### src/t1_opt_pkg.sv
/*
 Shared constants and types for the T1 framer option control bank.
 Assumes a 200 MHz system clock and word-aligned Avalon-MM byte addresses.
*/
package t1_opt_pkg;

    // Bus geometry
    localparam int ADDR_W = 9;
    localparam int DATA_W = 32;

    // Register indices; byte address is four times the index
    localparam logic [6:0] RX_CTL2_IDX = 7'h2c;
    localparam logic [6:0] TX_CTL1_IDX = 7'h35;
    localparam logic [6:0] TX_CTL2_IDX = 7'h36;
    localparam logic [6:0] ERR_CNT_IDX = 7'h40;
    localparam logic [6:0] STATUS_IDX  = 7'h41;

    // Values after reset, and the error counter limit
    localparam logic [7:0]  CTL_RESET = 8'h00;
    localparam logic [15:0] CNT_RESET = 16'h0000;
    localparam logic [15:0] CNT_MAX   = 16'hffff;

    // receive_control_two fields
    localparam int RX_CODE_SEL_BIT  = 7;
    localparam int RX_ZBTSI_BIT     = 6;
    localparam int RX_SYNC_DW_BIT   = 5;
    localparam int RX_SYNC_MODE_BIT = 4;
    localparam int RX_SYNC_DIR_BIT  = 3;
    localparam int RX_SF_YEL_BIT    = 2;
    localparam int RX_FS_REP_BIT    = 1;
    localparam int RX_MF_CNT_BIT    = 0;

    // transmit_control_one fields
    localparam int TX_CLK_MUX_BIT   = 7;
    localparam int TX_FBIT_PT_BIT   = 6;
    localparam int TX_SIG_INS_BIT   = 4;
    localparam int TX_GLOBAL_BIT7_STUFFING_BIT      = 3;
    localparam int TX_DL_SRC_BIT    = 2;
    localparam int TX_BLUE_BIT      = 1;
    localparam int TX_YELLOW_BIT    = 0;

    // transmit_control_two field used here
    localparam int TX_SF_YEL_BIT    = 1;

    // status register fields
    localparam int ST_CLK_SWAP_BIT  = 2;
    localparam int ST_YELLOW_BIT    = 1;
    localparam int ST_SYNC_IN_BIT   = 0;

    // Channel byte positions, T1 bit 1 is the msb
    localparam int BIT7_POS = 1;
    localparam int BIT2_POS = 6;

    // Substitute idle code
    localparam logic [7:0] IDLE_CODE = 8'h7f;

    // Transmit clock loss timing
    localparam int CLK_NS          = 5;
    localparam int TX_CLK_LOSS_NS  = 2600;
    localparam int TX_CLK_LOSS_CYC = TX_CLK_LOSS_NS / CLK_NS;
    localparam int LOSS_W          = 10;

    typedef enum logic [0:0] {
        BUS_IDLE = 1'b0,
        BUS_ACK  = 1'b1
    } bus_state_t;

endpackage

### src/milliwatt_rom.sv
/*
 Eight-entry table of the digital milliwatt code, registered read data.
 Assumes the caller steps the index once per frame.
*/
`timescale 1ns/1ps
module milliwatt_rom
(
    input  wire logic       clk,
    input  wire logic       rst,
    input  wire logic [2:0] idx,
    output logic      [7:0] data_q
);
    import t1_opt_pkg::*;

    typedef struct packed {
        logic [7:0] data;
    } rom_state_t;

    rom_state_t s_q;
    rom_state_t s_d;

    // Table lookup
    always_comb
    begin
        s_d = s_q;
        unique case (idx)
            3'h0: s_d.data = 8'h1e;
            3'h1: s_d.data = 8'h0b;
            3'h2: s_d.data = 8'h0b;
            3'h3: s_d.data = 8'h1e;
            3'h4: s_d.data = 8'h9e;
            3'h5: s_d.data = 8'h8b;
            3'h6: s_d.data = 8'h8b;
            3'h7: s_d.data = 8'h9e;
        endcase
    end

    // State register
    always_ff @(posedge clk)
    begin
        if (rst)
            s_q <= '0;
        else
            s_q <= s_d;
    end

    assign data_q = s_q.data;

endmodule

### src/t1_option_ctrl.sv
/*
 Option register bank steering one T1 framer's receive and transmit paths,
 with an Avalon-MM slave for software access.
 Assumes all framer-side inputs are synchronous to clk.
*/
// Function
// - Code select clear gives idle code 7F as the receive substitute.
// - Receive byte interchange decoding runs only while its enable is set.
// - Double-wide set stretches receive sync pulses in signaling frames.
// - Mode picks frame or multiframe pulses; ignored when pin is input.
// - Direction one makes sync an input; valid only with elastic store.
// - Yellow detect: bit 2 zeros in all channels, or frame 12 S-bit.
// - Fs report enable adds Fs errors to the Ft error report.
// - Counter counts framing errors, or out-of-sync multiframes.
// - Clock mux control switches formatter to receive clock on loss.
// - F-bits made internally, or sampled from transmit data.
// - Signaling inserted from registers unless channel is transparent.
// - Global stuffing forces bit 7 on zero bytes; else per channel.
// - Data link bits from legacy register, or controller/link pin.
`timescale 1ns/1ps
module t1_option_ctrl
(
    input  wire logic                           clk,
    input  wire logic                           rst,
    // Avalon-MM slave
    input  wire logic [t1_opt_pkg::ADDR_W-1:0]  address,
    input  wire logic                           read,
    input  wire logic                           write,
    input  wire logic [3:0]                     byteenable,
    input  wire logic [t1_opt_pkg::DATA_W-1:0]  writedata,
    output logic      [t1_opt_pkg::DATA_W-1:0]  readdata,
    output logic                                waitrequest,
    // Receive side
    input  wire logic                           rx_frame_pulse,
    input  wire logic                           rx_mframe_pulse,
    input  wire logic                           rx_sig_frame,
    input  wire logic                           rx_elastic_store_en,
    input  wire logic                           rx_bit2_all_zero,
    input  wire logic                           rx_frame12_sbit,
    input  wire logic                           rx_ft_error,
    input  wire logic                           rx_fs_error,
    input  wire logic                           rx_mf_out_of_sync,
    output logic      [7:0]                     rx_sub_code,
    output logic                                rx_byte_interchange_en,
    output logic                                rx_sync_pin_o,
    output logic                                rx_sync_pin_oe,
    output logic                                rx_yellow_detect,
    output logic                                rx_frame_error,
    // Transmit side
    input  wire logic                           tx_line_clock,
    input  wire logic                           tx_fbit_internal,
    input  wire logic                           tx_fbit_data,
    input  wire logic                           tx_chan_transparent,
    input  wire logic                           tx_chan_stuff_select,
    input  wire logic [7:0]                     tx_chan_byte,
    input  wire logic                           tx_legacy_link_bit,
    input  wire logic                           tx_ctrl_link_bit,
    input  wire logic                           tx_line_data,
    output logic                                tx_clk_use_rx,
    output logic                                tx_fbit,
    output logic                                tx_sig_insert,
    output logic      [7:0]                     tx_byte_out,
    output logic                                tx_dl_bit,
    output logic                                tx_line_out,
    output logic                                tx_yellow_send
);
    import t1_opt_pkg::*;

    typedef struct packed {
        bus_state_t          bus_st;
        logic                waitreq;
        logic [DATA_W-1:0]   rdata;
        logic [7:0]          rx_ctl;
        logic [7:0]          tx_ctl1;
        logic [7:0]          tx_ctl2;
        logic [15:0]         err_cnt;
        logic [2:0]          mw_idx;
        logic [7:0]          sub_code;
        logic                zbtsi_en;
        logic                sync_out;
        logic                sync_oe;
        logic                sync_hold;
        logic                yel_det;
        logic                frm_err;
        logic [LOSS_W-1:0]   loss_cnt;
        logic                clk_last;
        logic                clk_use_rx;
        logic                fbit;
        logic                sig_ins;
        logic [7:0]          tx_byte;
        logic                dl_bit;
        logic                line_out;
        logic                yel_send;
    } ctl_state_t;

    ctl_state_t s_q;
    ctl_state_t s_d;
    logic [7:0] mw_code;

    // Register index match on a byte address
    function automatic logic hit(input logic [ADDR_W-1:0] a,
                                 input logic [6:0] idx);
        hit = (a[ADDR_W-1:2] == idx);
    endfunction

    // Saturating increment of the error counter
    function automatic logic [15:0] sat_inc(input logic [15:0] v);
        sat_inc = (v == CNT_MAX) ? v : v + 16'h0001;
    endfunction

    // Milliwatt table
    milliwatt_rom u_mw
    (
        .clk    (clk),
        .rst    (rst),
        .idx    (s_q.mw_idx),
        .data_q (mw_code)
    );

    // Next-state logic
    always_comb
    begin
        logic       wr_ok;
        logic       pulse;
        logic       sync_in;
        logic       err_evt;
        logic       cnt_evt;
        logic       cnt_clr;
        logic       lost;
        logic [7:0] byte_v;
        logic [DATA_W-1:0] rd_word;

        wr_ok   = 1'b0;
        pulse   = 1'b0;
        sync_in = 1'b0;
        err_evt = 1'b0;
        cnt_evt = 1'b0;
        cnt_clr = 1'b0;
        lost    = 1'b0;
        byte_v  = 8'h00;
        rd_word = '0;
        s_d     = s_q;

        // Read data mux, unmapped reads return zero
        if (hit(address, RX_CTL2_IDX))
            rd_word = {24'h0, s_q.rx_ctl};
        else if (hit(address, TX_CTL1_IDX))
            rd_word = {24'h0, s_q.tx_ctl1};
        else if (hit(address, TX_CTL2_IDX))
            rd_word = {24'h0, s_q.tx_ctl2};
        else if (hit(address, ERR_CNT_IDX))
            rd_word = {16'h0, s_q.err_cnt};
        else if (hit(address, STATUS_IDX))
            rd_word = {29'h0, s_q.clk_use_rx, s_q.yel_det, ~s_q.sync_oe};

        // Bus handshake, one wait cycle per access
        s_d.waitreq = 1'b1;
        unique case (s_q.bus_st)
            BUS_IDLE:
            begin
                if (read || write)
                begin
                    s_d.bus_st  = BUS_ACK;
                    s_d.waitreq = 1'b0;
                    s_d.rdata   = read ? rd_word : '0;
                end
            end
            BUS_ACK:
            begin
                s_d.bus_st = BUS_IDLE;
                wr_ok      = write && byteenable[0];
            end
        endcase

        // Register writes, low lane only
        if (wr_ok && hit(address, RX_CTL2_IDX))
            s_d.rx_ctl = writedata[7:0];
        if (wr_ok && hit(address, TX_CTL1_IDX))
            s_d.tx_ctl1 = writedata[7:0];
        if (wr_ok && hit(address, TX_CTL2_IDX))
            s_d.tx_ctl2 = writedata[7:0];
        cnt_clr = wr_ok && hit(address, ERR_CNT_IDX);

        // Receive substitute code
        if (rx_frame_pulse)
            s_d.mw_idx = s_q.mw_idx + 3'h1;
        s_d.sub_code = s_q.rx_ctl[RX_CODE_SEL_BIT] ? mw_code
                                                    : IDLE_CODE;
        s_d.zbtsi_en = s_q.rx_ctl[RX_ZBTSI_BIT];

        // Receive sync pin, input only with elastic store on
        sync_in = s_q.rx_ctl[RX_SYNC_DIR_BIT]
                  && rx_elastic_store_en;
        s_d.sync_oe = ~sync_in;
        pulse = s_q.rx_ctl[RX_SYNC_MODE_BIT] ? rx_mframe_pulse
                                              : rx_frame_pulse;
        s_d.sync_hold = pulse && rx_sig_frame
                        && s_q.rx_ctl[RX_SYNC_DW_BIT];
        s_d.sync_out  = sync_in ? 1'b0
                                : (pulse || s_q.sync_hold);

        // Yellow alarm detection
        s_d.yel_det = s_q.rx_ctl[RX_SF_YEL_BIT] ? rx_frame12_sbit
                                                 : rx_bit2_all_zero;

        // Framing bit error report
        err_evt = rx_ft_error
                  || (rx_fs_error && s_q.rx_ctl[RX_FS_REP_BIT]);
        s_d.frm_err = err_evt;

        // Shared counter, a clear with an event loads one
        cnt_evt = s_q.rx_ctl[RX_MF_CNT_BIT] ? rx_mf_out_of_sync
                                             : err_evt;
        if (cnt_clr)
            s_d.err_cnt = cnt_evt ? 16'h0001 : CNT_RESET;
        else if (cnt_evt)
            s_d.err_cnt = sat_inc(s_q.err_cnt);

        // Transmit clock activity watch
        s_d.clk_last = tx_line_clock;
        if (tx_line_clock != s_q.clk_last)
            s_d.loss_cnt = '0;
        else if (s_q.loss_cnt != LOSS_W'(TX_CLK_LOSS_CYC))
            s_d.loss_cnt = s_q.loss_cnt + LOSS_W'(1);
        lost = (s_q.loss_cnt == LOSS_W'(TX_CLK_LOSS_CYC));
        s_d.clk_use_rx = lost && s_q.tx_ctl1[TX_CLK_MUX_BIT];

        // Framing bit source
        s_d.fbit = s_q.tx_ctl1[TX_FBIT_PT_BIT] ? tx_fbit_data
                                                : tx_fbit_internal;

        // Signaling insertion per channel
        s_d.sig_ins = s_q.tx_ctl1[TX_SIG_INS_BIT]
                      && !tx_chan_transparent;

        // Channel byte: yellow bit 2 then bit 7 stuffing
        byte_v = tx_chan_byte;
        if (s_q.tx_ctl1[TX_YELLOW_BIT] && !s_q.tx_ctl2[TX_SF_YEL_BIT])
            byte_v[BIT2_POS] = 1'b0;
        if ((byte_v == 8'h00)
            && (s_q.tx_ctl1[TX_GLOBAL_BIT7_STUFFING_BIT] || tx_chan_stuff_select))
            byte_v[BIT7_POS] = 1'b1;
        s_d.tx_byte = byte_v;

        // Data link source
        s_d.dl_bit = s_q.tx_ctl1[TX_DL_SRC_BIT] ? tx_ctrl_link_bit
                                                 : tx_legacy_link_bit;

        // Line output, blue alarm overrides
        s_d.line_out = s_q.tx_ctl1[TX_BLUE_BIT] ? 1'b1
                                                 : tx_line_data;
        s_d.yel_send = s_q.tx_ctl1[TX_YELLOW_BIT];
    end

    // State register
    always_ff @(posedge clk)
    begin
        if (rst)
        begin
            s_q          <= '0;
            s_q.bus_st   <= BUS_IDLE;
            s_q.waitreq  <= 1'b1;
            s_q.rx_ctl   <= CTL_RESET;
            s_q.tx_ctl1  <= CTL_RESET;
            s_q.tx_ctl2  <= CTL_RESET;
            s_q.err_cnt  <= CNT_RESET;
            s_q.sub_code <= IDLE_CODE;
            s_q.sync_oe  <= 1'b1;
        end
        else
        begin
            s_q <= s_d;
        end
    end

    // Outputs straight from the state register
    assign readdata               = s_q.rdata;
    assign waitrequest            = s_q.waitreq;
    assign rx_sub_code            = s_q.sub_code;
    assign rx_byte_interchange_en = s_q.zbtsi_en;
    assign rx_sync_pin_o          = s_q.sync_out;
    assign rx_sync_pin_oe         = s_q.sync_oe;
    assign rx_yellow_detect       = s_q.yel_det;
    assign rx_frame_error         = s_q.frm_err;
    assign tx_clk_use_rx          = s_q.clk_use_rx;
    assign tx_fbit                = s_q.fbit;
    assign tx_sig_insert          = s_q.sig_ins;
    assign tx_byte_out            = s_q.tx_byte;
    assign tx_dl_bit              = s_q.dl_bit;
    assign tx_line_out            = s_q.line_out;
    assign tx_yellow_send         = s_q.yel_send;

endmodule

### config.mk
export PLATFORM = sky130hd
export DESIGN_NAME = t1_option_ctrl
export DESIGN_NICKNAME = d
export VERILOG_FILES = /design/src/t1_opt_pkg.sv /design/src/milliwatt_rom.sv /design/src/t1_option_ctrl.sv
export SDC_FILE = /design/constraint.sdc
export NUM_CORES = 1
export LEC_CHECK = 0
export ABC_AREA = 1
export BUFFER_PORTS_ARGS = -buffer_cell sky130_fd_sc_hd__buf_2
export CORE_MARGIN = 4
export CORE_UTILIZATION = 25
export CTS_BUF_LIST = sky130_fd_sc_hd__clkbuf_2 sky130_fd_sc_hd__clkbuf_4 sky130_fd_sc_hd__clkbuf_8
export CTS_CLUSTER_SIZE = 40
export DETAILED_ROUTE_END_ITERATION = 7
export HOLD_SLACK_MARGIN = 0.06
export PLACE_DENSITY = 0.53
export SETUP_SLACK_MARGIN = 0.15
export SLEW_MARGIN = 5
export SYNTH_ARGS = -nofsm -noshare
export SYNTH_HDL_FRONTEND = slang
export SYNTH_SLANG_ARGS = --single-unit
export TNS_END_PERCENT = 10
### constraint.sdc
create_clock -name clk -period 4.9 [get_ports clk]
set_clock_uncertainty 0.2 [all_clocks]
set_input_delay 0.49 -clock clk [delete_from_list [all_inputs] [get_ports clk]]
set_output_delay 0.49 -clock clk [all_outputs]
set_load 0.005 [all_outputs]
==> flow_summary_export.csv <==
group,metric,value,unit
outcome,outcome,"finished clean",
cells_and_area,final_cell_mix,"dfxtp_1 (101), nand2_1 (98), inv_1 (94)",
clock_network,clk_path_buf_depth,2,
synthesis,syn_avg_cell_area,7.15,sq um
sta,relSlewSlack,0.413,
cells_and_area,syn_to_final_growth,12.1,%
detailed_routing,wl,12.3,mm
synthesis,synth.yosys.seq_area_share,0.431,
floorplan,initial_utilization,0.258,
pwr,totalPowerFinal,1.49,mW
detailed_routing,drt_pass1_iterations,4,
sta,worst_pin_slew,0.881,ns
synthesis,yosysUniqueCellTypes,30,
synthesis,ys_warn_count,0,
hold_path,hold_class,"input port to flop",
cells_and_area,instances_no_fill,943,
detailed_routing,wl_per_cell,13.1,um
floorplan,core,18200,sq um
clock_network,htreeDepth,3,
clock_network,cts_setup_buffers,0,
pwr,power_leakage,2.18,nW
worst_setup_path,timing.rr.end,"readdata[2]",
synthesis,synth_edf_count,0,
cells_and_area,drive_above_1_share,0.169,
sta,fin_setup_tns,0,ns
pwr,p_per_area,284,nW/um^2
clock_network,clk_latency,0.38,ns
grt,track_usage,0.115,
sta,rsz0062_at_grt,"false",
floorplan,io_pins,134,
worst_setup_path,critPathMaxFanout,16,
detailed_routing,viasPerCell,4.36,
grt,overflow,0,
worst_setup_path,critical_path_required,4.94,ns
place,numPlacedInstances,926,
clock_network,cts-root-buf,"clkbuf_8",
cells_and_area,fin_nets,787,
sta,finalCritPeriodShare,0.485,
worst_setup_path,critPathLaunchType,"input port",
job,drv_cap,0,
pwr,vdd_ir_drop_max,0.000123,V
cells_and_area,num_antenna_cells,0,
grt,grt_pass1_vias,3803,
clock_network,clk_pin_slew,0.10,ns
worst_setup_path,regToRegSetupSlack,2.71,ns
worst_setup_path,r2r-start,"s_q[115]",
sta,fmax,421,MHz
synthesis,synth_top_area_cell,"dfxtp_1",
worst_setup_path,startpoint,"address[6]",
synthesis,postSynthCellCount,656,
place,dp_hpwl,9.02,mm
place,gp_congestion,0.837,
worst_setup_path,path_class,"input port to flop",
synthesis,synthTopCellsByArea,"dfxtp_1 (43%), o21ai_0 (8.1%), buf_4 (7.8%)",
floorplan,die-height,145,um
clock_network,cts_resized,0,
synthesis,synthArstFlopShare,0,
synthesis,ys_ff_latch,101,
floorplan,die_w,145,um
cells_and_area,fin_area,5260,sq um
detailed_routing,drt_iter0_drc,352,
worst_setup_path,critPathCaptureType,"flop",
detailed_routing,drtAntennaViolNets,0,
grt,antenna_found_initial,0,
synthesis,ys.flop_type,"dfxtp_1",
synthesis,synth.cell_area,4690,sq um
detailed_routing,drc_errors,0,
clock_network,cts_buffers,9,
worst_setup_path,ff2ff_path_depth,7,
synthesis,synth_top_area_frac,0.431,
grt,grt_pass1_wl,19.8,mm
floorplan,rows,49,
sta,fin_crit,2.37,ns
sta,drv_slew,0,
cells_and_area,final_common_cell,"dfxtp_1",
place,postPlaceCellArea,5050,sq um
clock_network,cts-hold-fix-buffers,1,
floorplan,dieArea,21000,sq um
place,port_buffers,88,
clock_network,cts_tree,"done",
worst_setup_path,worstPathArrival,2.42,ns
sta,holdWs,0.118,ns
sta,setup_viol,0,
detailed_routing,vias,4115,
grt,grt_max_degree,47,
clock_network,cts.sinks,101,
hold_path,whs_path_depth,3,
worst_setup_path,worstSetupEndpoint,"s_q[72]",
sta,hold_viol,0,
## power breakdown
group,switching (mW),internal [mW],total (mW)
Clock,0.298,0.241,0.539
Combinational,0.0713,0.0374,0.109
Sequential,0.00750,0.836,0.843
Total,0.377,1.11,1.49
## registers in the layout, indices dropped and copies added, names as in the netlist
register                count
rx_frame_error              1
rx_byte_interchange_en      1
rx_yellow_detect            1
waitrequest                 1
tx_clk_use_rx               1
tx_yellow_send              1
tx_line_out                 1
tx_byte_out                 8
tx_dl_bit                   1
rx_sync_pin_o               1
u_mw.data_q                 4
rx_sync_pin_oe              1
s_q                        54
s_d                         2
tx_fbit                     1
tx_sig_insert               1
rx_sub_code                 5
readdata                   16
## cell usage after synthesis (2+ instances only)
cell,number
dfxtp_1,101
nand2_1,98
inv_1,94
nor2_1,80
o21ai_0,76
a21oi_1,62
buf_4,49
nand3_1,39
clkbuf_1,10
nor3_1,8
or2_2,6
nand4_1,5
ha_1,4
nor2_2,3
xor2_1,3
buf_2,2
nand2_2,2
nor3_4,2
## final cells by class
cell class	count	area (sq um)
clock buffer	10	131
clock inverter	6	63.8
fill	1976	12900
inverter	94	353
multi-input combinational	413	1940
sequential	101	2020
tap	229	287
timing repair buffer	90	458
## worst min-delay path by stage
| stage | from | to | slack, ns |
|---|---|---|---|
| final | tx_chan_byte[5] | tx_byte_out[5] | 0.12 |
| after global routing | tx_chan_byte[5] | tx_byte_out[5] | 0.10 |
| after CTS | tx_chan_byte[5] | tx_byte_out[5] | 0.1 |
| after detailed placement | u_mw.data_q[0] | rx_sub_code[0] | 0.20 |
| after global placement | u_mw.data_q[1] | rx_sub_code[3] | 0.20 |
| after floorplan | u_mw.data_q[0] | rx_sub_code[0] | 0.19 |
## layer usage
| metal | wire length [um] | vias to the layer above | global-route usage |
|---|---|---|---|
| met1 | 6340 | 1862 | 0.171 |
| met4 | 119 | 0 | 0.0271 |
| met2 | 5160 | 110 | 0.169 |
| met5 | 0 | - | 0 |
| met3 | 696 | 9 | 0.0259 |
| li1 | - | 2134 | - |
## per-stage QoR
stage,setup slack [ns],util
6_report,2.53,0.289
5_1_grt,2.30,0.289
4_1_cts,2.62,0.289
3_5_place_dp,2.21,0.278
3_3_place_gp,2.24,0.278
2_1_floorplan,3.15,-
## worst max-delay path, cell delays in order
cell and delay, ns:
buf_2 0.13, nand2_1 0.06, nor2_1 0.60, nand3_1 0.69, o21ai_0 0.37, a21oi_1 0.07
## cells by family after synthesis
family,after synthesis,synth area share
and+or+nand+nor,247,0.230
other,1,0.000799
adders and majority gates,4,0.0107
DFF,101,0.431
xor gates and xnor gates,4,0.00747
buffers and inverters,157,0.167
AOI/OAI and AO/OA,142,0.154
No activity file was read; power rests on OpenSTA's default activity.
